## config.mk

```make
export PLATFORM = sky130hd
export DESIGN_NAME = lfc_core
export DESIGN_NICKNAME = d
export VERILOG_FILES = /design/src/core/lfc_pkg.sv /design/src/core/lfc_sync3.sv /design/src/core/lfc_core.sv
export SDC_FILE = /design/constraint.sdc
export NUM_CORES = 1
export LEC_CHECK = 0
export ABC_AREA = 1
export ABC_CLOCK_PERIOD_IN_PS = 10810
export BUFFER_PORTS_ARGS = -buffer_cell sky130_fd_sc_hd__clkbuf_2
export CAP_MARGIN = 15
export CORE_MARGIN = 2
export CORE_UTILIZATION = 45
export DETAILED_ROUTE_END_ITERATION = 8
export GPL_TIMING_DRIVEN = 0
export HOLD_SLACK_MARGIN = 0.1
export PLACE_DENSITY = 0.71
export SLEW_MARGIN = 40
export SYNTH_ARGS = -nofsm -noshare
export SYNTH_HDL_FRONTEND = slang
export SYNTH_SLANG_ARGS = --single-unit
```

## constraint.sdc

```tcl
create_clock -name core_clk -period 10.81 [get_ports core_clk]
set_input_delay 1.6215 -clock core_clk [delete_from_list [all_inputs] [get_ports core_clk]]
set_output_delay 1.6215 -clock core_clk [all_outputs]
set_load 0.01 [all_outputs]
```

## src/core/lfc_pkg.sv

```systemverilog
// constants, types and carriers for the flash LED mode control block
// Function
// RULE_01: pump runs in exactly one ratio: bypass, one-and-a-half or double.
// RULE_02: low sink headroom steps pump up; analog prediction input steps it down.
// RULE_03: soft start limits battery current at pump enable and every ratio change.
// RULE_04: at double ratio a sink still short is excluded until power-on.
// RULE_05: in host-controlled modes the failing sink paths are readable as status.
// RULE_06: open-LED scan starts the first time the pump reaches double ratio.
// RULE_07: normal mode flash block total reaches 450mA in 15 or 30mA steps.
// RULE_08: normal mode uses 15mA steps below 240mA, 30mA steps above.
// RULE_09: host-controlled modes drive the three flash sinks together from one setting.
// RULE_10: normal mode aux sinks set individually, up to 37.5mA in 2.5mA steps.
// RULE_11: soft flash mode flash block total reaches 480mA in 1.875mA steps.
// RULE_12: soft flash mode aux sinks set individually up to 160mA.
// RULE_13: host-controlled modes take strobe and preview from register bits or pins.
// RULE_14: hard mode 1 decodes strobe and preview pin codes onto all six sinks.
// RULE_15: controller in hard mode 1 keeps total current at or below 480mA; the code sets no limit, the top strobe code gives 900mA.
// RULE_16: hard mode 2 sets flash block from flash pins in 60mA steps.
// RULE_17: hard mode 2 sets aux block from preview pins, six levels plus 37.5mA.
// RULE_18: hard mode 2 sink current follows pulse-width gating on the control pins.
// RULE_19: hard variant choice is a fixed configuration, not changed at run time.
// RULE_20: straps pick mode: hard strap high is hard, else bit1 picks normal/soft.
// RULE_21: hard modes read all six control pins active low, floating means inactive.
// RULE_22: over-temperature switches all sinks off until the indication clears.
// RULE_23: all external control pins are synchronised before decoding.
// RULE_24: power-on reset clears open-LED faults and returns pump to bypass.
package lfc_pkg;
  typedef logic [8:0] lfc_level_t; // sink current in 0.625mA units

  localparam int NUM_SINKS     = 6;
  localparam int SYNC_W        = 16;
  localparam int CLK_PERIOD_NS = 100;
  localparam int SOFT_START_US = 50;
  localparam int SOFT_START_CYC = (SOFT_START_US * 1000 + CLK_PERIOD_NS - 1) / CLK_PERIOD_NS;
  localparam logic [9:0] SS_LOAD = 10'(SOFT_START_CYC);
  localparam logic [2:0] SETTLE_CYC = 3'h4;

  localparam logic [4:0] NORM_FL_CODE_MAX    = 5'h17;
  localparam logic [4:0] NORM_FL_FINE_CODES  = 5'h10;
  localparam lfc_level_t NORM_FL_FINE_UNITS  = 9'h008;
  localparam lfc_level_t NORM_FL_COARSE_UNITS = 9'h010;
  localparam lfc_level_t NORM_AUX_STEP       = 9'h004;
  localparam lfc_level_t SOFT_FL_MAX         = 9'h100;
  localparam lfc_level_t SOFT_AUX_STEP       = 9'h004;
  localparam logic [6:0] SOFT_AUX_CODE_MAX   = 7'h40;
  localparam lfc_level_t HF1_STROBE_BASE     = 9'h010;
  localparam lfc_level_t HF1_STROBE_STEP     = 9'h020;
  localparam lfc_level_t HF1_PREV_BASE       = 9'h010;
  localparam lfc_level_t HF1_PREV_STEP       = 9'h010;
  localparam lfc_level_t HF2_FL_STEP         = 9'h020;
  localparam lfc_level_t HF2_AUX_OFFSET      = 9'h002;
  localparam lfc_level_t HF2_AUX_STEP        = 9'h004;
  localparam lfc_level_t HF2_AUX_TOP         = 9'h03c;
  localparam logic [2:0] HF2_AUX_TOP_CODE    = 3'h7;
  localparam logic [5:0] FAULT_RST           = 6'h00;
  localparam logic [SYNC_W-1:0] SYNC_RST     = 16'h003f;

  typedef enum logic [2:0] {
    PUMP_BYPASS = 3'b001,
    PUMP_X1P5   = 3'b010,
    PUMP_X2     = 3'b100
  } lfc_ratio_e;

  typedef enum logic [3:0] {
    MODE_NORMAL = 4'b0001,
    MODE_SOFT   = 4'b0010,
    MODE_HARD1  = 4'b0100,
    MODE_HARD2  = 4'b1000
  } lfc_mode_e;

  typedef struct packed {
    logic strobe_in_flash_bit2;
    logic soft_select_flash_bit1;
    logic flash_code_bit0;
    logic serial_clock_preview_bit2;
    logic serial_data_preview_bit1;
    logic preview_in_bit0;
  } lfc_pins_s;

  typedef struct packed {
    logic [4:0] norm_flash_code;
    logic [4:0] norm_torch_code;
    logic [3:0] norm_aux_a;
    logic [3:0] norm_aux_b;
    logic [3:0] norm_aux_c;
    lfc_level_t soft_flash_code;
    lfc_level_t soft_torch_code;
    logic [6:0] soft_aux_a;
    logic [6:0] soft_aux_b;
    logic [6:0] soft_aux_c;
    logic       strobe_from_pin;
    logic       preview_from_pin;
    logic       strobe_reg;
    logic       preview_reg;
  } lfc_host_cfg_s;

  typedef struct packed {
    lfc_level_t flash_sink_a;
    lfc_level_t flash_sink_b;
    lfc_level_t flash_sink_c;
    lfc_level_t aux_sink_a;
    lfc_level_t aux_sink_b;
    lfc_level_t aux_sink_c;
  } lfc_sinks_s;
endpackage

```

## src/core/lfc_sync3.sv

```systemverilog
// three-stage input synchroniser with agreement filter
`timescale 1ns/100ps
module lfc_sync3
  import lfc_pkg::*;
#(
  parameter int              W       = SYNC_W,
  parameter logic [W-1:0]    RST_VAL = '0
)
(
  input  wire logic         core_clk,
  input  wire logic         rst,
  input  wire logic [W-1:0] async_in,
  output logic      [W-1:0] sync_out
);
  logic [W-1:0] s1_reg;
  logic [W-1:0] s2_reg;
  logic [W-1:0] s3_reg;

  for (genvar i = 0; i < W; i++)
  begin : g_bit
    always_ff @(posedge core_clk or posedge rst)
    begin
      if (rst)
      begin
        s1_reg[i]   <= RST_VAL[i];
        s2_reg[i]   <= RST_VAL[i];
        s3_reg[i]   <= RST_VAL[i];
        sync_out[i] <= RST_VAL[i];
      end
      else
      begin
        s1_reg[i] <= async_in[i];
        s2_reg[i] <= s1_reg[i];
        s3_reg[i] <= s2_reg[i];
        // the first stage is never compared, only the settled pair
        if (s2_reg[i] == s3_reg[i])
          sync_out[i] <= s3_reg[i];
      end
    end
  end
endmodule

```

## src/core/lfc_core.sv

```systemverilog
// flash LED mode control: mode decode, sink levels, pump ratio and open-LED faults
`timescale 1ns/100ps
module lfc_core
  import lfc_pkg::*;
(
  input  wire logic          core_clk,
  input  wire logic          rst,
  input  wire logic          hard_mode_strap,
  input  wire logic          hard_variant2_cfg,
  input  wire lfc_pins_s     ctl_pins,
  input  wire lfc_host_cfg_s host_cfg,
  input  wire logic [5:0]    sink_low_headroom,
  input  wire logic          pump_down_request,
  input  wire logic          over_temp,
  output lfc_sinks_s         sink_levels,
  output lfc_ratio_e         pump_ratio,
  output logic               soft_start_active,
  output logic [5:0]         open_led_fault,
  output logic [5:0]         failing_path_status,
  output logic               scan_started,
  output lfc_mode_e          op_mode
);
  logic [SYNC_W-1:0] raw_in;
  logic [SYNC_W-1:0] syn;
  lfc_pins_s         pins_s;
  logic [5:0]        headroom_s;
  logic              hard_s;
  logic              down_s;
  logic              ot_s;
  logic              variant_s;
  logic [2:0]        settle_reg;
  logic              ready_reg;
  logic              variant_reg;
  lfc_mode_e         mode_next;
  lfc_level_t        lvl_next [NUM_SINKS];
  lfc_level_t        lvl_reg  [NUM_SINKS];
  logic [5:0]        sink_on;
  logic              pump_en;
  logic              pump_en_q;
  logic [9:0]        ss_reg;
  logic              need_up;
  lfc_ratio_e        ratio_reg;
  lfc_ratio_e        ratio_next;
  logic [5:0]        fault_reg;
  logic [5:0]        fault_next;
  logic              scan_reg;
  logic [5:0]        status_reg;
  logic              flash_on;
  logic              preview_on;
  logic [2:0]        strobe_v;
  logic [2:0]        prev_v;

  assign raw_in = {hard_variant2_cfg, over_temp, pump_down_request, hard_mode_strap,
                   sink_low_headroom, ctl_pins};

  lfc_sync3 #(
    .W       (SYNC_W),
    .RST_VAL (SYNC_RST)
  ) u_sync (
    .core_clk (core_clk),
    .rst      (rst),
    .async_in (raw_in),
    .sync_out (syn)
  ); // RULE_23

  assign pins_s     = syn[5:0];
  assign headroom_s = syn[11:6];
  assign hard_s     = syn[12];
  assign down_s     = syn[13];
  assign ot_s       = syn[14];
  assign variant_s  = syn[15];

  // sinks stay dark until the synchronisers hold real pin levels
  always_ff @(posedge core_clk or posedge rst)
  begin
    if (rst)
    begin
      settle_reg <= 3'h0;
      ready_reg  <= 1'b0;
    end
    else if (!ready_reg)
    begin
      settle_reg <= settle_reg + 3'h1;
      ready_reg  <= (settle_reg == SETTLE_CYC);
    end
  end

  // variant is taken once after settling and then frozen
  always_ff @(posedge core_clk or posedge rst)
  begin
    if (rst)
      variant_reg <= 1'b0;
    else if (!ready_reg && settle_reg == SETTLE_CYC)
      variant_reg <= variant_s; // RULE_19
  end

  always_comb
  begin
    if (hard_s)
      mode_next = variant_reg ? MODE_HARD2 : MODE_HARD1; // RULE_20
    else if (pins_s.soft_select_flash_bit1)
      mode_next = MODE_SOFT; // RULE_20
    else
      mode_next = MODE_NORMAL; // RULE_20
  end

  // hard modes: pins are active low, so an idle pulled-up pin decodes to zero
  assign strobe_v = ~{pins_s.strobe_in_flash_bit2, pins_s.soft_select_flash_bit1,
                      pins_s.flash_code_bit0}; // RULE_21
  assign prev_v   = ~{pins_s.serial_clock_preview_bit2, pins_s.serial_data_preview_bit1,
                      pins_s.preview_in_bit0}; // RULE_21

  // host modes: pins are plain active-high triggers
  assign flash_on   = host_cfg.strobe_from_pin ? pins_s.strobe_in_flash_bit2
                                               : host_cfg.strobe_reg; // RULE_13
  assign preview_on = host_cfg.preview_from_pin ? pins_s.preview_in_bit0
                                                : host_cfg.preview_reg; // RULE_13

  function automatic lfc_level_t norm_fl(input logic [4:0] c);
    logic [4:0] k;
    k = (c > NORM_FL_CODE_MAX) ? NORM_FL_CODE_MAX : c; // RULE_07
    if (k <= NORM_FL_FINE_CODES)
      return lfc_level_t'(k) * NORM_FL_FINE_UNITS; // RULE_08
    return lfc_level_t'(NORM_FL_FINE_CODES) * NORM_FL_FINE_UNITS
           + (lfc_level_t'(k) - lfc_level_t'(NORM_FL_FINE_CODES)) * NORM_FL_COARSE_UNITS; // RULE_08
  endfunction

  function automatic lfc_level_t soft_aux(input logic [6:0] c);
    logic [6:0] k;
    k = (c > SOFT_AUX_CODE_MAX) ? SOFT_AUX_CODE_MAX : c;
    return lfc_level_t'(k) * SOFT_AUX_STEP; // RULE_12
  endfunction

  function automatic lfc_level_t hf2_aux(input logic [2:0] v);
    if (v == 3'h0)
      return '0;
    if (v == HF2_AUX_TOP_CODE)
      return HF2_AUX_TOP; // RULE_17
    return (lfc_level_t'(v) + HF2_AUX_OFFSET) * HF2_AUX_STEP; // RULE_17
  endfunction

  always_comb
  begin
    lfc_level_t blk;
    blk = '0;
    for (int i = 0; i < NUM_SINKS; i++)
      lvl_next[i] = '0;
    unique case (mode_next)
      MODE_NORMAL:
      begin
        if (flash_on)
          blk = norm_fl(host_cfg.norm_flash_code);
        else if (preview_on)
          blk = norm_fl(host_cfg.norm_torch_code);
        lvl_next[3] = lfc_level_t'(host_cfg.norm_aux_a) * NORM_AUX_STEP; // RULE_10
        lvl_next[4] = lfc_level_t'(host_cfg.norm_aux_b) * NORM_AUX_STEP; // RULE_10
        lvl_next[5] = lfc_level_t'(host_cfg.norm_aux_c) * NORM_AUX_STEP; // RULE_10
      end
      MODE_SOFT:
      begin
        if (flash_on)
          blk = host_cfg.soft_flash_code;
        else if (preview_on)
          blk = host_cfg.soft_torch_code;
        if (blk > SOFT_FL_MAX)
          blk = SOFT_FL_MAX; // RULE_11
        lvl_next[3] = soft_aux(host_cfg.soft_aux_a);
        lvl_next[4] = soft_aux(host_cfg.soft_aux_b);
        lvl_next[5] = soft_aux(host_cfg.soft_aux_c);
      end
      MODE_HARD1:
      begin
        // strobe outranks preview when both codes are active
        if (strobe_v != 3'h0)
          blk = HF1_STROBE_BASE + lfc_level_t'(strobe_v) * HF1_STROBE_STEP; // RULE_14
        else if (prev_v != 3'h0)
          blk = HF1_PREV_BASE + lfc_level_t'(prev_v) * HF1_PREV_STEP; // RULE_14
        for (int i = 3; i < NUM_SINKS; i++)
          lvl_next[i] = blk; // RULE_14
      end
      MODE_HARD2:
      begin
        // levels track the pins every cycle, so a pulsed pin gates the sink
        blk = lfc_level_t'(strobe_v) * HF2_FL_STEP; // RULE_16 RULE_18
        for (int i = 3; i < NUM_SINKS; i++)
          lvl_next[i] = hf2_aux(prev_v); // RULE_17 RULE_18
      end
    endcase
    for (int i = 0; i < 3; i++)
      lvl_next[i] = blk; // RULE_09
    if (ot_s || !ready_reg)
      for (int i = 0; i < NUM_SINKS; i++)
        lvl_next[i] = '0; // RULE_22
  end

  always_ff @(posedge core_clk or posedge rst)
  begin
    if (rst)
    begin
      for (int i = 0; i < NUM_SINKS; i++)
        lvl_reg[i] <= '0;
      op_mode <= MODE_NORMAL;
    end
    else
    begin
      for (int i = 0; i < NUM_SINKS; i++)
        lvl_reg[i] <= lvl_next[i];
      op_mode <= mode_next;
    end
  end

  assign sink_levels = '{flash_sink_a: lvl_reg[0], flash_sink_b: lvl_reg[1],
                         flash_sink_c: lvl_reg[2], aux_sink_a: lvl_reg[3],
                         aux_sink_b: lvl_reg[4], aux_sink_c: lvl_reg[5]};

  for (genvar g = 0; g < NUM_SINKS; g++)
  begin : g_on
    assign sink_on[g] = (lvl_reg[g] != '0);
  end

  assign pump_en = |sink_on;
  // excluded sinks no longer push the ratio up
  assign need_up = |(headroom_s & sink_on & ~fault_reg); // RULE_04

  always_comb
  begin
    ratio_next = ratio_reg;
    if (!pump_en)
      ratio_next = PUMP_BYPASS;
    else if (ss_reg == 10'h000)
    begin
      // a step is never taken mid soft start, which keeps the inrush bounded
      unique case (ratio_reg)
        PUMP_BYPASS:
          if (need_up)
            ratio_next = PUMP_X1P5; // RULE_02
        PUMP_X1P5:
          if (need_up)
            ratio_next = PUMP_X2; // RULE_02
          else if (down_s)
            ratio_next = PUMP_BYPASS; // RULE_02
        PUMP_X2:
          if (down_s && !need_up)
            ratio_next = PUMP_X1P5; // RULE_02
        default:
          ratio_next = PUMP_BYPASS;
      endcase
    end
  end

  always_ff @(posedge core_clk or posedge rst)
  begin
    if (rst)
      ratio_reg <= PUMP_BYPASS; // RULE_24
    else
      ratio_reg <= ratio_next; // RULE_01
  end

  always_ff @(posedge core_clk or posedge rst)
  begin
    if (rst)
    begin
      pump_en_q <= 1'b0;
      ss_reg    <= 10'h000;
    end
    else
    begin
      pump_en_q <= pump_en;
      if (pump_en && (!pump_en_q || ratio_next != ratio_reg))
        ss_reg <= SS_LOAD; // RULE_03
      else if (ss_reg != 10'h000)
        ss_reg <= ss_reg - 10'h001; // RULE_03
    end
  end

  assign soft_start_active = (ss_reg != 10'h000);

  always_ff @(posedge core_clk or posedge rst)
  begin
    if (rst)
      scan_reg <= 1'b0; // RULE_24
    else if (ratio_reg == PUMP_X2)
      scan_reg <= 1'b1; // RULE_06
  end

  assign fault_next = (scan_reg && ratio_reg == PUMP_X2 && ss_reg == 10'h000)
                      ? (headroom_s & sink_on) : 6'h00; // RULE_04 RULE_06

  always_ff @(posedge core_clk or posedge rst)
  begin
    if (rst)
      fault_reg <= FAULT_RST; // RULE_24
    else
      fault_reg <= fault_reg | fault_next; // RULE_04
  end

  always_ff @(posedge core_clk or posedge rst)
  begin
    if (rst)
      status_reg <= FAULT_RST;
    else if (mode_next == MODE_NORMAL || mode_next == MODE_SOFT)
      status_reg <= fault_reg; // RULE_05
    else
      status_reg <= 6'h00;
  end

  assign pump_ratio          = ratio_reg;
  assign open_led_fault      = fault_reg;
  assign failing_path_status = status_reg;
  assign scan_started        = scan_reg;
endmodule

```

==> qor.csv <==
stage,metric,value,unit
grt,grt_overflow,0,
clocking,cts.sinks,130,
power,switching_share,28.33,%
clocking,cts.clk_slew.worst_paths,60,ps
timing,fmax,287.4,MHz
cells_and_area,diodes,0,
clocking,cts_tree,done,
drt,ant_nets,0,
yosys,ys_warn_count,0,
power,clkPwrFrac,40.4,%
timing,worst_slew_pin_slew,771.0,ps
critical_path,crit_arrival,1860,ps
timing,finalSetupViolations,0,
drt,wl,13820,um
run,maxCapViolCount,0,
grt,grt_pass1_vias,4577,
clocking,htreeDepth,4,
timing,rsz0062_at_grt,false,
die,dieHeight,114.8,um
power,power_switching,0.0003718,W
clocking,cts.path.max_buffers,2,
clocking,cts_resized,0,
drt,vias,4535,
yosys,synth.distinct_cells,40,
critical_path,criticalPathCategory,register to output port,
die,dieArea,13170,sq um
yosys,synthTopCellsByArea,"dfrtp_1, dfstp_2, nand2_1",
cells_and_area,num-nets-final,829,
yosys,yosysSeqAreaShare,59.51,%
die,core_area,12010,sq um
cells_and_area,stdcell_count,899,
timing,holdWs,344.3,ps
critical_path,slowest_delay,360,ps
cells_and_area,area_growth,28.08,%
grt,grt_antenna_before_repair,0,
power,seq_power_share,42.9,%
clocking,cts_buffers,17,
cells_and_area,final_layout_size_suffix_gt1_share,35.11,%
timing,tns,0,ps
power,internal_power,0.0009405,W
status,status,finished clean,
critical_path,worstSetupStartpointType,register,
timing,post-route-period-util,32.19,%
die,pin_count,158,
critical_path,path_cells,inv_1 > ha_1 > nand3_2 > inv_1 > nand2_2 > nor2_2 > nand2_2 > buf_6 > clkbuf_2,
place,placed_cells,867,
yosys,synth_area_leader_cell,dfrtp_1,
critical_path,cp-end-kind,output port,
yosys,syn_inst,563,
yosys,synth-seq-cells,130,
clocking,root_buffer,clkbuf_16,
yosys,syn_avg_cell_area,9.807,sq um
drt,via_per_inst,5.044,
clocking,postCtsSetupBuffers,0,
die,die_w,114.8,um
critical_path,slowest_stage,dfrtp_1,
yosys,ys.flop_type,dfrtp_1,
die,start_util,45.97,%
timing,fin_crit,3480,ps
critical_path,crit_buf_inv,4,
timing,final_max_slew_viol_count,0,
yosys,synth_area,5522,sq um
drt,wire_per_inst,15.37,um
grt,grt_pass1_wl,21980,um
place,gp_congestion,0.8710,
yosys,synth_edf_count,0,
timing,skew,13.87,ps
power,pwr-share-comb,16.7,%
timing,timing.final.ws_setup,7330,ps
critical_path,cp_max_fo,10,
grt,grt_usage,21.89,%
clocking,hold_buffers,0,
power,ir_worst_vdd,0.09554,mV
critical_path,cp_top_family,buffers and inverters,
timing,hold_viol,0,
cells_and_area,fillerInstances,1031,
cells_and_area,largest_register_ffs,30,
place,hpwl,10540,um
min_path,hp-class,register to register,
drt,first_pass_iters,4,
place,place.port_buffers,151,
place,dp_slack,7567,ps
die,rows,40,
power,cellLeakagePower,3.674,nW
yosys,async_flop_share,100.0,%
power,powerDensity,185.6,nW/um^2
yosys,post-synth-top-count-cell,dfrtp_1,
critical_path,crit_required,9190,ps
clocking,clk_latency,420,ps
timing,max_slew_margin,48.41,%
drt,drcViolationCount,0,
grt,grt_max_degree,78,
drt,first_iter_violations,336,
yosys,yosys-top-cells-count,"dfrtp_1, nand2_1, inv_1, nor2_1, o21ai_0",
yosys,synth_top_area_share,47.13,%
==> worst paths after layout <==
| path | from | to | slack, ps | cells past startpoint |
|---|---|---|---|---|
| worst max-delay path | ss_reg[0]$_DFFE_PP0P_ | soft_start_active | 7330 | 9 |
| worst min-delay path | u_sync.s1_reg[8]$_DFF_PP0_ | u_sync.s2_reg[8]$_DFF_PP0_ | 340 | 0 |
| worst max register to register | u_sync.sync_out[1]$_DFFE_PP1N_ | sink_levels[52]$_DFF_PP0_ | 8640 | 8 |
| worst min register to register | u_sync.s1_reg[8]$_DFF_PP0_ | u_sync.s2_reg[8]$_DFF_PP0_ | 340 | 0 |
| max in group asynchronous | rst | u_sync.s3_reg[9]$_DFF_PP0_ | 8930 | 3 |
| min in group asynchronous | rst | u_sync.s2_reg[11]$_DFF_PP0_ | 1210 | 2 |
==> routing by layer <==
| layer | vias to the layer above | GRT usage, % | routed length, um |
|---|---|---|---|
| met5 | - | 0 | 0 |
| met1 | 2171 | 27.41 | 5713 |
| met3 | 35 | 6.326 | 1021 |
| met2 | 181 | 35.35 | 6681 |
| li1 | 2148 | - | - |
| met4 | 0 | 10.36 | 398 |
==> metrics by stage <==
| step | power (W) | instance area, sq um | util (%) |
|---|---|---|---|
| floorplan | 0.0007054 | 5540 | - |
| global placement | 0.0007771 | 6480 | 53.95 |
| detailed placement | 0.0007886 | 6515 | 54.24 |
| CTS | 0.001319 | 7072 | 58.88 |
| global route | 0.001375 | 7072 | 58.88 |
| finish | 0.001312 | 7072 | 58.88 |
==> kinds of logic after synthesis <==
| family | after synthesis | synth area share, % |
|---|---|---|
| adder cells (fa/ha/maj) | 23 | 4.487 |
| other | 1 | 0.06792 |
| flip-flops | 130 | 59.51 |
| XOR/XNOR | 7 | 1.110 |
| buffers and inverters | 101 | 8.996 |
| AO/OA/AOI/OAI | 85 | 8.611 |
| AND/OR/NAND/NOR | 215 | 17.02 |
| multiplexers | 1 | 0.2039 |
==> power by group through the flow <==
stage | sequential [W] | clock (W) | combinational [W]
6_report | 0.000564 | 0.000530 | 0.000219
5_1_grt | 0.000569 | 0.000559 | 0.000247
4_1_cts | 0.000564 | 0.000537 | 0.000219
3_5_place_dp | 0.000572 | 0 | 0.000217
3_3_place_gp | 0.000569 | 0 | 0.000208
2_1_floorplan | 0.000570 | 0 | 0.000135
==> layout make-up <==
class | instances | area [sq um] | area share, %
flip-flops and latches | 130 | 3286 | 46.46
well taps | 147 | 183.9 | 2.601
clock buffers | 21 | 483.0 | 6.829
clock inverters | 11 | 73.82 | 1.044
plain buffers | 34 | 245.2 | 3.468
inverters | 67 | 259.0 | 3.662
repair buffers | 152 | 783.3 | 11.08
multi-input cells | 337 | 1758 | 24.86
==> layout by cell type (no fill, tap or decap), types with 2 or more instances in the layout <==
cell and n:
nor3_1 11, conb_1 6, nand2_2 4, buf_6 3, xnor2_1 3, inv_4 4, o21a_1 2, a21oi_1 29
nor2_1 55, o211ai_1 4, buf_2 4, xor2_1 4, clkinv_2 3, a31oi_1 4, nor2_2 4, o21ai_0 36
clkbuf_16 19, dfstp_2 26, nor4_1 3, clkbuf_1 5, nand4_1 6, nand3_1 25, clkinv_4 2, nor3_2 3
inv_1 59, buf_4 24, inv_2 6, clkbuf_2 151, dfrtp_1 104, ha_1 7, maj3_1 16, nand2_1 99
a221oi_1 4, o21ai_2 2
(Power assumes the default switching activity.)
